[config.mk]
export PLATFORM = sky130hd
export DESIGN_NAME = fdc_cfg_regs
export DESIGN_NICKNAME = d
export VERILOG_FILES = /design/src/hdl/fdc_cfg_pkg.sv /design/src/hdl/fdc_cfg_regs.sv /design/src/hdl/fdc_density_sel.sv /design/src/hdl/fdc_wp_combine.sv
export SDC_FILE = /design/constraint.sdc
export NUM_CORES = 1
export LEC_CHECK = 0
export ABC_AREA = 1
export ABC_CLOCK_PERIOD_IN_PS = 1160
export CORE_MARGIN = 2
export CORE_UTILIZATION = 25
export CTS_BUF_LIST = sky130_fd_sc_hd__clkbuf_4 sky130_fd_sc_hd__clkbuf_8 sky130_fd_sc_hd__clkbuf_16
export CTS_CLUSTER_SIZE = 24
export DETAILED_ROUTE_END_ITERATION = 10
export DONT_BUFFER_PORTS = 1
export SETUP_SLACK_MARGIN = 0.1
export SYNTH_ARGS = -nofsm -noshare
export SYNTH_HDL_FRONTEND = slang
export SYNTH_SLANG_ARGS = --single-unit
export TNS_END_PERCENT = 50
[constraint.sdc]
create_clock -name clk -period 1.16 [get_ports clk]
set_input_delay 0.116 -clock clk [delete_from_list [all_inputs] [get_ports clk]]
set_output_delay 0.116 -clock clk [all_outputs]
set_load 0.02 [all_outputs]
[src/hdl/fdc_cfg_pkg.sv]
/*
  Constants and carrier types for the floppy configuration register bank.
  Assumes one 50 MHz clock and an 8-bit register port with one-cycle read data.
*/
package fdc_cfg_pkg;

  // register port
  localparam int ADDR_W = 8;
  localparam int DATA_W = 8;

  // register offsets
  localparam logic [7:0] OFS_MODE = 8'hF0;
  localparam logic [7:0] OFS_TYPE = 8'hF2;
  localparam logic [7:0] OFS_STAT = 8'hF4;

  // mode register fields
  localparam int MODE_FWP_BIT = 0;
  localparam int MODE_DEN_LSB = 2;
  localparam int MODE_DEN_MSB = 3;
  localparam logic [7:0] MODE_WR_MASK = 8'h0D;
  localparam logic [7:0] MODE_RST = 8'h00;

  // drive type register fields
  localparam int TYPE_A_LSB = 0;
  localparam int TYPE_B_LSB = 2;
  localparam int TYPE_W = 2;
  localparam logic [7:0] TYPE_RST = 8'hFF;

  // status register fields
  localparam int STAT_WP_BIT = 1;
  localparam int STAT_DEN_BIT = 2;
  localparam int STAT_PP_WP_BIT = 3;
  localparam int STAT_BOOT_LSB = 4;

  // boot drive is fixed
  localparam logic [1:0] BOOT_DRIVE = 2'h0;

  // density override codes
  typedef enum logic [1:0] {
    FDC_DEN_NORMAL = 2'b00,
    FDC_DEN_USER = 2'b01,
    FDC_DEN_FORCE1 = 2'b10,
    FDC_DEN_FORCE0 = 2'b11
  } fdc_den_t;

  // drive-side pins, all active low
  typedef struct packed {
    logic drive_select0_n;
    logic drive_select1_n;
    logic write_protect_in_n;
  } fdc_drv_t;

  // register port request
  typedef struct packed {
    logic [ADDR_W-1:0] addr;
    logic [DATA_W-1:0] wdata;
    logic wr;
    logic rd;
  } fdc_req_t;

endpackage : fdc_cfg_pkg

[src/hdl/fdc_cfg_regs.sv]
/*
  Floppy configuration register bank: write-protect forming for the native
  and parallel-port controller paths, density override, drive type store.
  Assumes a synchronous 8-bit register port, read data one cycle after the
  read strobe, and a global protect bit supplied by a register elsewhere.
*/
// Functional notes
// protect when drive1 forced, pin, or global
// drive0 selected with forced also protects
// combined protect readable as status bit 1
// global protect bit comes from elsewhere
// boot drive is always drive 0
// forced protect also covers parallel-port path
// density code: 00/01 normal, 10 one, 11 zero
// mode bits 1 and 7:4 reserved, inert
// drive type register read/write, A and B
// type bits 5:4 stored only
// only two drives used, rest stored
// type register resets on standby and hard
// type register default is all ones
`timescale 1ns/1ps
module fdc_cfg_regs
  import fdc_cfg_pkg::*;
(
  input wire logic clk,
  input wire logic resetn,
  input wire logic hard_reset,
  input wire logic [ADDR_W-1:0] reg_addr,
  input wire logic [DATA_W-1:0] reg_wdata,
  input wire logic reg_wr,
  input wire logic reg_rd,
  output logic [DATA_W-1:0] reg_rdata,
  input wire fdc_drv_t drv_pins,
  input wire fdc_drv_t pp_drv_pins,
  input wire logic global_wp,
  input wire logic density_native,
  output logic write_protect_core_n,
  output logic write_protect_pp_n,
  output logic floppy_status_a_wp,
  output logic density_out,
  output logic [1:0] drive_a_type,
  output logic [1:0] drive_b_type,
  output logic [1:0] boot_drive
);

  // request bundle
  fdc_req_t req;

  // register state
  logic [DATA_W-1:0] mode_q;
  logic [DATA_W-1:0] mode_d;
  logic [DATA_W-1:0] type_q;
  logic [DATA_W-1:0] type_d;
  logic [DATA_W-1:0] rdata_q;
  logic [DATA_W-1:0] rdata_d;
  logic [1:0] boot_q;

  // decode
  logic hit_mode;
  logic hit_type;
  logic hit_stat;
  logic wr_mode;
  logic wr_type;

  // derived
  logic forced_wp;
  fdc_den_t den_mode;
  logic wp_core_q;
  logic wp_pp_q;
  logic [DATA_W-1:0] stat_view;

  always_comb begin
    req.addr = reg_addr;
    req.wdata = reg_wdata;
    req.wr = reg_wr;
    req.rd = reg_rd;
  end

  // address decode
  always_comb begin
    hit_mode = (req.addr == OFS_MODE);
    hit_type = (req.addr == OFS_TYPE);
    hit_stat = (req.addr == OFS_STAT);
    wr_mode = req.wr && hit_mode;
    wr_type = req.wr && hit_type;
  end

  // mode register: reserved bits never stored so they cannot act
  always_comb begin
    mode_d = mode_q;
    if (wr_mode) begin
      mode_d = req.wdata & MODE_WR_MASK;
    end
  end

  always_ff @(posedge clk or negedge resetn) begin
    if (!resetn) begin
      mode_q <= MODE_RST;
    end else if (hard_reset) begin
      mode_q <= MODE_RST;
    end else begin
      mode_q <= mode_d;
    end
  end

  // drive type register: all eight bits kept and read back, only A and B leave as drive type outputs
  always_comb begin
    type_d = type_q;
    if (wr_type) begin
      type_d = req.wdata;
    end
  end

  always_ff @(posedge clk or negedge resetn) begin
    if (!resetn) begin
      type_q <= TYPE_RST;
    end else if (hard_reset) begin
      type_q <= TYPE_RST;
    end else begin
      type_q <= type_d;
    end
  end

  // fields
  always_comb begin
    forced_wp = mode_q[MODE_FWP_BIT];
    den_mode = fdc_den_t'(mode_q[MODE_DEN_MSB:MODE_DEN_LSB]);
  end

  // native drive path
  fdc_wp_combine u_wp_core (
    .clk(clk),
    .resetn(resetn),
    .drv(drv_pins),
    .forced_wp(forced_wp),
    .global_wp(global_wp),
    .wp_q(wp_core_q)
  );

  // parallel-port drive path shares the same forced setting
  fdc_wp_combine u_wp_pp (
    .clk(clk),
    .resetn(resetn),
    .drv(pp_drv_pins),
    .forced_wp(forced_wp),
    .global_wp(global_wp),
    .wp_q(wp_pp_q)
  );

  fdc_density_sel u_density (
    .clk(clk),
    .resetn(resetn),
    .mode(den_mode),
    .density_native(density_native),
    .density_q(density_out)
  );

  // boot drive never moves; held in a flop so software sees it in status
  always_ff @(posedge clk or negedge resetn) begin
    if (!resetn) begin
      boot_q <= BOOT_DRIVE;
    end else begin
      boot_q <= BOOT_DRIVE;
    end
  end

  // status view
  always_comb begin
    stat_view = '0;
    stat_view[STAT_WP_BIT] = wp_core_q;
    stat_view[STAT_DEN_BIT] = density_out;
    stat_view[STAT_PP_WP_BIT] = wp_pp_q;
    stat_view[STAT_BOOT_LSB +: 2] = boot_q;
  end

  // read mux; unmapped offsets read zero
  always_comb begin
    rdata_d = '0;
    if (req.rd) begin
      if (hit_mode) begin
        rdata_d = mode_q;
      end else if (hit_type) begin
        rdata_d = type_q;
      end else if (hit_stat) begin
        rdata_d = stat_view;
      end else begin
        rdata_d = '0;
      end
    end
  end

  // data valid only in the cycle after the strobe
  always_ff @(posedge clk or negedge resetn) begin
    if (!resetn) begin
      rdata_q <= '0;
    end else begin
      rdata_q <= rdata_d;
    end
  end

  // outputs
  always_comb begin
    reg_rdata = rdata_q;
    write_protect_core_n = !wp_core_q;
    write_protect_pp_n = !wp_pp_q;
    floppy_status_a_wp = wp_core_q;
    drive_a_type = type_q[TYPE_A_LSB +: TYPE_W];
    drive_b_type = type_q[TYPE_B_LSB +: TYPE_W];
    boot_drive = boot_q;
  end

endmodule : fdc_cfg_regs

[src/hdl/fdc_density_sel.sv]
/*
  Density select override decoder.
  Assumes the native density level comes from the controller core; output registered.
*/
`timescale 1ns/1ps
module fdc_density_sel
  import fdc_cfg_pkg::*;
(
  input wire logic clk,
  input wire logic resetn,
  input wire fdc_den_t mode,
  input wire logic density_native,
  output logic density_q
);

  logic density_d;

  always_comb begin
    case (mode)
      FDC_DEN_NORMAL: density_d = density_native;
      FDC_DEN_USER: density_d = density_native;
      FDC_DEN_FORCE1: density_d = 1'b1;
      FDC_DEN_FORCE0: density_d = 1'b0;
      default: density_d = density_native;
    endcase
  end

  always_ff @(posedge clk or negedge resetn) begin
    if (!resetn) begin
      density_q <= 1'b0;
    end else begin
      density_q <= density_d;
    end
  end

endmodule : fdc_density_sel

[src/hdl/fdc_wp_combine.sv]
/*
  Write-protect combiner for one drive path.
  Assumes drive-side inputs synchronous to clk; output is registered.
*/
`timescale 1ns/1ps
module fdc_wp_combine
  import fdc_cfg_pkg::*;
(
  input wire logic clk,
  input wire logic resetn,
  input wire fdc_drv_t drv,
  input wire logic forced_wp,
  input wire logic global_wp,
  output logic wp_q
);

  logic wp_d;

  // any selected drive under forced protect, the drive's own tab, or global
  always_comb begin
    wp_d = (!drv.drive_select0_n && forced_wp)
      || (!drv.drive_select1_n && forced_wp)
      || !drv.write_protect_in_n
      || global_wp;
  end

  always_ff @(posedge clk or negedge resetn) begin
    if (!resetn) begin
      wp_q <= 1'b0;
    end else begin
      wp_q <= wp_d;
    end
  end

endmodule : fdc_wp_combine

## After elaboration in Yosys (flattened, before gate mapping)

Index checks and enable logic that the tools add are counted.

- Muxes and demuxes: 9
- Equality and inequality tests: 6
- Reductions and logical operators: 24

Operator list:

| kind | number |
|---|---|
| $mux 8 | 7 |
| $eq 8x8->1 const B | 3 |
| $logic_not 1->1 | 8 |
| $logic_and 1x1->1 | 6 |
| $logic_or 1x1->1 | 6 |
| $eq 2x2->1 const B | 2 |
| $mux 4 | 1 |
| $reduce_bool 2->1 | 2 |
| $pmux 1 s3 | 1 |
| $eq 2x1->1 const B | 1 |
| $logic_not 2->1 | 1 |
| $reduce_or 2->1 | 1 |

- Input port bits: 29
- Logic and storage cells: 45
- Flip-flop bits (word level): 27

## Depth between registers and ports, before layout

Gate-level depths: netlist of run 1.

- Depth after elaboration: 5
- Gate-level depth with buffers: 7
- Depth with buffers taken out: 7

## Cells and area by module

A second synthesis of run 1 with hierarchy kept.

- Cell total of the unflattened synthesis: 136
- Area, all modules: 1163.6 um^2

Modules (own cells, without submodules):

| module | cells each | times used | area an instance (um^2) | seq. area each (um^2) |
|---|---|---|---|---|
| fdc_cfg_regs | 118 | 1 | 1027.2 | 485.5 |
| fdc_wp_combine | 6 | 2 | 46.3 | 25.0 |
| fdc_density_sel | 6 | 1 | 43.8 | 25.0 |

## Worst setup path before layout of run 1

OpenSTA, ideal clock, no wires.

- Path kind: input-to-reg
- From: input reg_addr[5]
- To: register mode_q[0]
- Path buffers: 0
- Required time: 1043 ps
- Path slack: 340 ps
- Arrival time: 702 ps
- Stages on the path: 7
- Setup time: 117 ps
- Path through: nand2_1 nor2_8 inv_2 nor2_2 nand2_1 nand3_1 nand2_1

- Longest elaborated chain between the ends: 3

Ends and longest elaborated chain:

| what | line | text |
|---|---|---|
| start: declaration | fdc_cfg_regs.sv:28 | `input wire logic [ADDR_W-1:0] reg_addr,` |
| $eq 8x8->1 | fdc_cfg_regs.sv:81 | `hit_mode = (req.addr == OFS_MODE);` |
| $logic_and 1x1->1 | fdc_cfg_regs.sv:84 | `wr_mode = req.wr && hit_mode;` |
| $reduce_bool 2->1 (no source line) | -- |  |
| end signal: assignment | fdc_cfg_regs.sv:102 | `mode_q <= mode_d;` |
| end: declaration | fdc_cfg_regs.sv:50 | `logic [DATA_W-1:0] mode_q;` |

Every way passes these cells.
A chain may end at the register's enable or synchronous reset.

## Worst setup path in the final report of run 1

- From: register u_wp_core.wp_q
- To: output write_protect_core_n

- Longest elaborated chain between the ends: 1

Ends and longest elaborated chain:

| what | line | text |
|---|---|---|
| start: declaration | fdc_wp_combine.sv:14 | `output logic wp_q` |
| start signal: assignment | fdc_wp_combine.sv:31 | `wp_q <= wp_d;` |
| $logic_not 1->1 | fdc_cfg_regs.sv:204 | `write_protect_core_n = !wp_core_q;` |
| end: declaration | fdc_cfg_regs.sv:37 | `output logic write_protect_core_n,` |

Every way passes these cells.

==> results.json, run 1 <==
{
  "status": "complete, but fails checks",
  "violations": "negative hold slack",
  "drc": 0,
  "crit_path_end_kind": "output port",
  "gr-usage-met3": 0.0413,
  "numCtsBuffers": 3,
  "period_share": 0.860,
  "rsz0062_at_grt": "true",
  "synth_seq_cells": 22,
  "fmax_mhz": 1000,
  "num_io_pins": 47,
  "drive_above_1_share": 0.184,
  "arrival_ps": 880,
  "finalMaxSlewViolations": 0,
  "cts_tree": "yes",
  "clock_latency_ps": 260,
  "powerDensity_nw_per_um2": 1160,
  "fp.dieH_um": 71.2,
  "area_growth_syn_to_layout_pct": 17.1,
  "min_period_ps": 998,
  "synth_area_um2": 1130,
  "dieArea_um2": 5070,
  "ir_drop_uv": 354,
  "drv_cap": 0,
  "reg2reg_from": "type_q[3]",
  "drt_pre_antenna_iters": 4,
  "cp_cell_sequence": "inv_2",
  "startpoint_type": "flop",
  "post_cts_buffers": 0,
  "finalPower_mw": 1.53,
  "p_leak_nw": 0.653,
  "cts_sinks": 22,
  "row_count": 24,
  "postRouteAntennaNets": 0,
  "layout_commonest_cell": "nand2_1",
  "grt_use_total": 0.105,
  "critPathMaxFanout": 3,
  "critPathSlowestCell": "dfrtp_1",
  "globalplace.congestion": 0.788,
  "crit_type": "flop to output port",
  "cpPeakStageDelay_ps": 480,
  "grt_start_max_net_pins": 23,
  "use_met2": 0.163,
  "hold_violations": 22,
  "num_vias": 840,
  "h-tree-depth": 1,
  "final_cells": 193,
  "setup_viol": 0,
  "cts_hold_buffers": 13,
  "die_x_um": 71.2,
  "antenna_cells": 0,
  "final_util": 0.303,
  "io_buffer_count": 0,
  "post-dp-hpwl_mm": 1.90,
  "busiest_layer": "met2",
  "grt_antenna_before_repair": 0,
  "required_ps": 1040,
  "nFillCells": 445,
  "grt_util_met1": 0.127,
  "drt_iter0_drc": 24,
  "yosysSeqAreaShare": 0.497,
  "core_area_um2": 4350,
  "r2r_cells": 4,
  "overflow": 0,
  "crit_family": "flip-flops",
  "clock_skew_ps": 0.665,
  "synth_top_area_frac": 0.310,
  "r2r_slack_ps": 190,
  "synthDistinctLibCells": 22,
  "initial_core_util": 0.259,
  "yosysTopAreaCell": "dfrtp_1",
  "routed_wl_mm": 2.50,
  "synthTopCellsByArea": "dfrtp_1 31%, dfstp_2 19%, nand3_1 12%",
  "layout.nets": 171,
  "clk_pin_slew_ps": 80,
  "grt_pass1_vias": 849,
  "ys.warnings.count": 0,
  "routedWlPerCell_um": 12.9,
  "hold_class": "primary input to async pin",
  "syn-mean-instance-area_um2": 8.62,
  "cts_root_buf": "clkbuf_8",
  "cts_buffer_depth": 2,
  "placed_cells": 176,
  "synthesis.instances": 131,
  "r2r_end": "reg_rdata[3]",
  "path_buf_inv": 1,
  "tns_ps": 0,
  "grt_pass1_wl_mm": 4.11,
  "final_cell_mix": "29 x nand2_1, 27 x nand3_1, 14 x dfrtp_1, 13 x dlygate4sd3_1, 11 x inv_1",
  "vias_per_cell": 4.35,
  "finalHoldWorstSlack_ps": -459
}
==> per-stage QoR <==
stage	setup slack [ps]	hold slack [ps]	cell area (µm²)
floorplan	340	-180	1130
global placement	126	-178	1140
detailed placement	128	-178	1140
CTS	107	-464	1320
global route	99.5	-475	1320
finish	162	-459	1320
==> metal layers <==
layer,vias up,part of all wire
met5,-,0
met4,0,0.015
met3,4,0.085
met2,23,0.48
met1,381,0.41
li1,432,-
==> where the power goes <==
part | internal [mW] | switching (mW) | total [mW] | leakage [nW]
clock network | 0.302 | 0.243 | 0.546 | 0.0288
registers | 0.803 | 0.0426 | 0.846 | 0.270
logic | 0.0595 | 0.0760 | 0.136 | 0.354
==> how the worst max path moves through the flow <==
stage,start,endpoint,cells after the start
after global routing,u_wp_core.wp_q,reg_rdata[1],4
after CTS,u_wp_core.wp_q,write_protect_core_n,1
after floorplan,reg_addr[5],mode_q[0],7
after detailed placement,reg_addr[5],mode_q[3],7
final,u_wp_core.wp_q,write_protect_core_n,1
after global placement,reg_addr[5],mode_q[3],7
==> sequential cells by signal (all words and copies together) (netlist names) <==
name,count
u_wp_pp.wp_q,1
type_q,8
u_density.density_q,1
reg_rdata,8
mode_q,3
u_wp_core.wp_q,1
==> synthesized netlist by cell type (all sizes together) <==
cell type	instances
a21oi	2
nor3b	3
nand2	33
conb	1
nand4	1
nand3b	1
dfrtp	14
nor3	1
inv	16
buf	8
dfstp	8
o21ai	5
nor2	10
nand3	28
==> area by class of cell <==
class,count,area (µm²),share of cell area
inverter,16,60.1,0.0455
tap,52,65.1,0.0492
sequential,22,561,0.424
timing repair buffer,13,130,0.0985
clock buffer,4,55.1,0.0417
multi-input combinational,86,450,0.341
==> cells by family after synthesis <==
family,synth area share
compound gates,0.0310
buf+inv,0.108
flops,0.497
other cells,0.00332
simple gates,0.361
==> what timing repair did <==
item,in CTS,in global routing
setup endpoints to repair,0,1
gates resized for setup,0,1
endpoints found under the hold margin,37,22
Note: power is estimated with default switching activity, not from simulation.
==> run 2, diff against run 1 <==
- CORE_UTILIZATION: 25 -> 50
==> run 2 against run 1 <==
Net effect:
- non-clock buffer count rose by 6
- the flow now finishes without violations
- first-iteration DRC count is 25% higher
- sequential cell count unchanged
==> results.json, run 2 (synthesis gave the netlist of run 1 again) <==
{
  "status": "complete, no violations",
  "grt_antenna_before_repair": 0,
  "layout_commonest_cell": "nand2_1",
  "drt_iter0_drc": 30,
  "vias_per_cell": 5.19,
  "layout.nets": 177,
  "period_share": 0.919,
  "intPower_mw": 1.23,
  "grt_start_max_net_pins": 23,
  "cts_tree": "yes",
  "row_count": 17,
  "finalInstanceArea_um2": 1350,
  "numCtsBuffers": 3,
  "worst_slew_pin_slew_ps": 949,
  "die_x_um": 51.5,
  "clock_skew_ps": 8.02,
  "h-tree-depth": 1,
  "r2r_slack_ps": 170,
  "drt_pre_antenna_iters": 4,
  "cts_root_buf": "clkbuf_4",
  "min_period_ps": 1070,
  "worstSetupPathDepth": 0,
  "post_cts_buffers": 0,
  "routed_wl_mm": 2.48,
  "arrival_ps": 950,
  "dieArea_um2": 2650,
  "finalMaxSlewViolations": 0,
  "r2r_cells": 4,
  "clock_latency_ps": 310,
  "relSlewSlack": 0.367,
  "post-dp-hpwl_mm": 1.62,
  "globalplace.congestion": 0.684,
  "setup_viol": 0,
  "reg2reg_from": "type_q[3]",
  "place_area_um2": 1110,
  "final_cell_mix": "29 x nand2_1, 27 x nand3_1, 18 x dlygate4sd3_1, 14 x dfrtp_1, 11 x inv_1",
  "crit_path_end_kind": "output port",
  "grt_pass1_vias": 884,
  "initial_core_util": 0.520,
  "hold_class": "primary input to async pin",
  "fp.dieH_um": 51.5,
  "startpoint_type": "flop",
  "ir_drop_uv": 925,
  "power_frac_comb": 0.106,
  "swShare": 0.235,
  "drc": 0,
  "drive_above_1_share": 0.177,
  "rsz0062_at_grt": "true",
  "hold_violations": 0,
  "grt_use_total": 0.213,
  "drv_cap": 0,
  "antenna_cells": 0,
  "clkPwrFrac": 0.366,
  "tns_ps": 0,
  "grt_pass1_wl_mm": 4.16,
  "p_leak_nw": 0.686,
  "switchingPower_mw": 0.377,
  "io_buffer_count": 0,
  "r2r_end": "reg_rdata[3]",
  "overflow": 0,
  "core_area_um2": 2170,
  "postRouteAntennaNets": 0,
  "fmax_mhz": 938,
  "powerDensity_nw_per_um2": 1190,
  "cts_sinks": 22,
  "num_vias": 909,
  "clk_pin_slew_ps": 130,
  "num_io_pins": 47,
  "required_ps": 1040,
  "routedWlPerCell_um": 14.2,
  "seqPwrFrac": 0.528,
  "critPathMaxFanout": 3,
  "cts_buffer_depth": 2,
  "critPathLaunch": "type_q[0]",
  "area_growth_syn_to_layout_pct": 19.7,
  "cp-endpoint": "drive_a_type[0]",
  "crit_type": "flop to output port"
}
-- run 2: cell count changes in the layout (fill, tap and decap cells not counted) --
cell and change:
clkbuf_4 +3, bufinv_16 +1, dlymetal6s4s_1 +1, dlygate4sd3_1 +5
clkbuf_8 -4
-- run 2: worst min-delay path by stage --
stage	from	endpoint	slack, ps	depth (start not counted)
after floorplan	resetn	mode_q[0]	-180	0
after global placement	resetn	reg_rdata[3]	-180	0
after detailed placement	resetn	reg_rdata[3]	-180	0
after CTS	reg_wr	mode_q[0]	20	4
after global routing	reg_wr	mode_q[2]	40	4
final	resetn	reg_rdata[2]	2	1
-- run 2: final cells by class --
type                       instances  area, µm²
fill                             199        818
sequential                        22        561
multi-input combinational         86        450
clock buffer                       3       22.5
timing repair buffer              19        193
inverter                          16       60.1
clock inverter                     1       30.0
tap                               28       35.0
-- run 2: metal layers --
| metal | GRT usage | vias up | routed length (µm) |
|---|---|---|---|
| li1 | - | 444 | - |
| met3 | 0.0431 | 2 | 105 |
| met1 | 0.273 | 432 | 1040 |
| met4 | 0.0526 | 0 | 19 |
| met5 | 0 | - | 0 |
| met2 | 0.370 | 31 | 1320 |
-- run 2: repair_timing --
| item | in CTS | in global routing |
|---|---|---|
| hold buffers | 19 | 0 |
| pin swaps | 0 | 0 |
| hold endpoints to repair | 42 | 0 |
| setup endpoints to repair | 5 | 19 |
| resized for setup | 1 | 1 |
-- run 2: stage by stage --
stage          setup slack [ps]  hold WS, ps   util  cells  total power, mW
4_1_cts                    83.1         21.9  0.622    175             1.62
2_1_floorplan               340         -180      -    132            0.963
3_3_place_gp                152         -179  0.510    152            0.955
3_5_place_dp                144         -179  0.510    152            0.956
5_1_grt                    56.1         44.9  0.623    175             1.67
6_report                   93.6         2.02  0.623    175             1.60
-- run 2: power by group through the flow --
stage                     registers (mW)  logic [mW]  clock network, mW
after global placement             0.861      0.0938                  0
after CTS                          0.847       0.167              0.601
after global routing               0.850       0.190              0.631
final                              0.847       0.169              0.587
after floorplan                    0.833       0.130                  0
after detailed placement           0.860      0.0957                  0
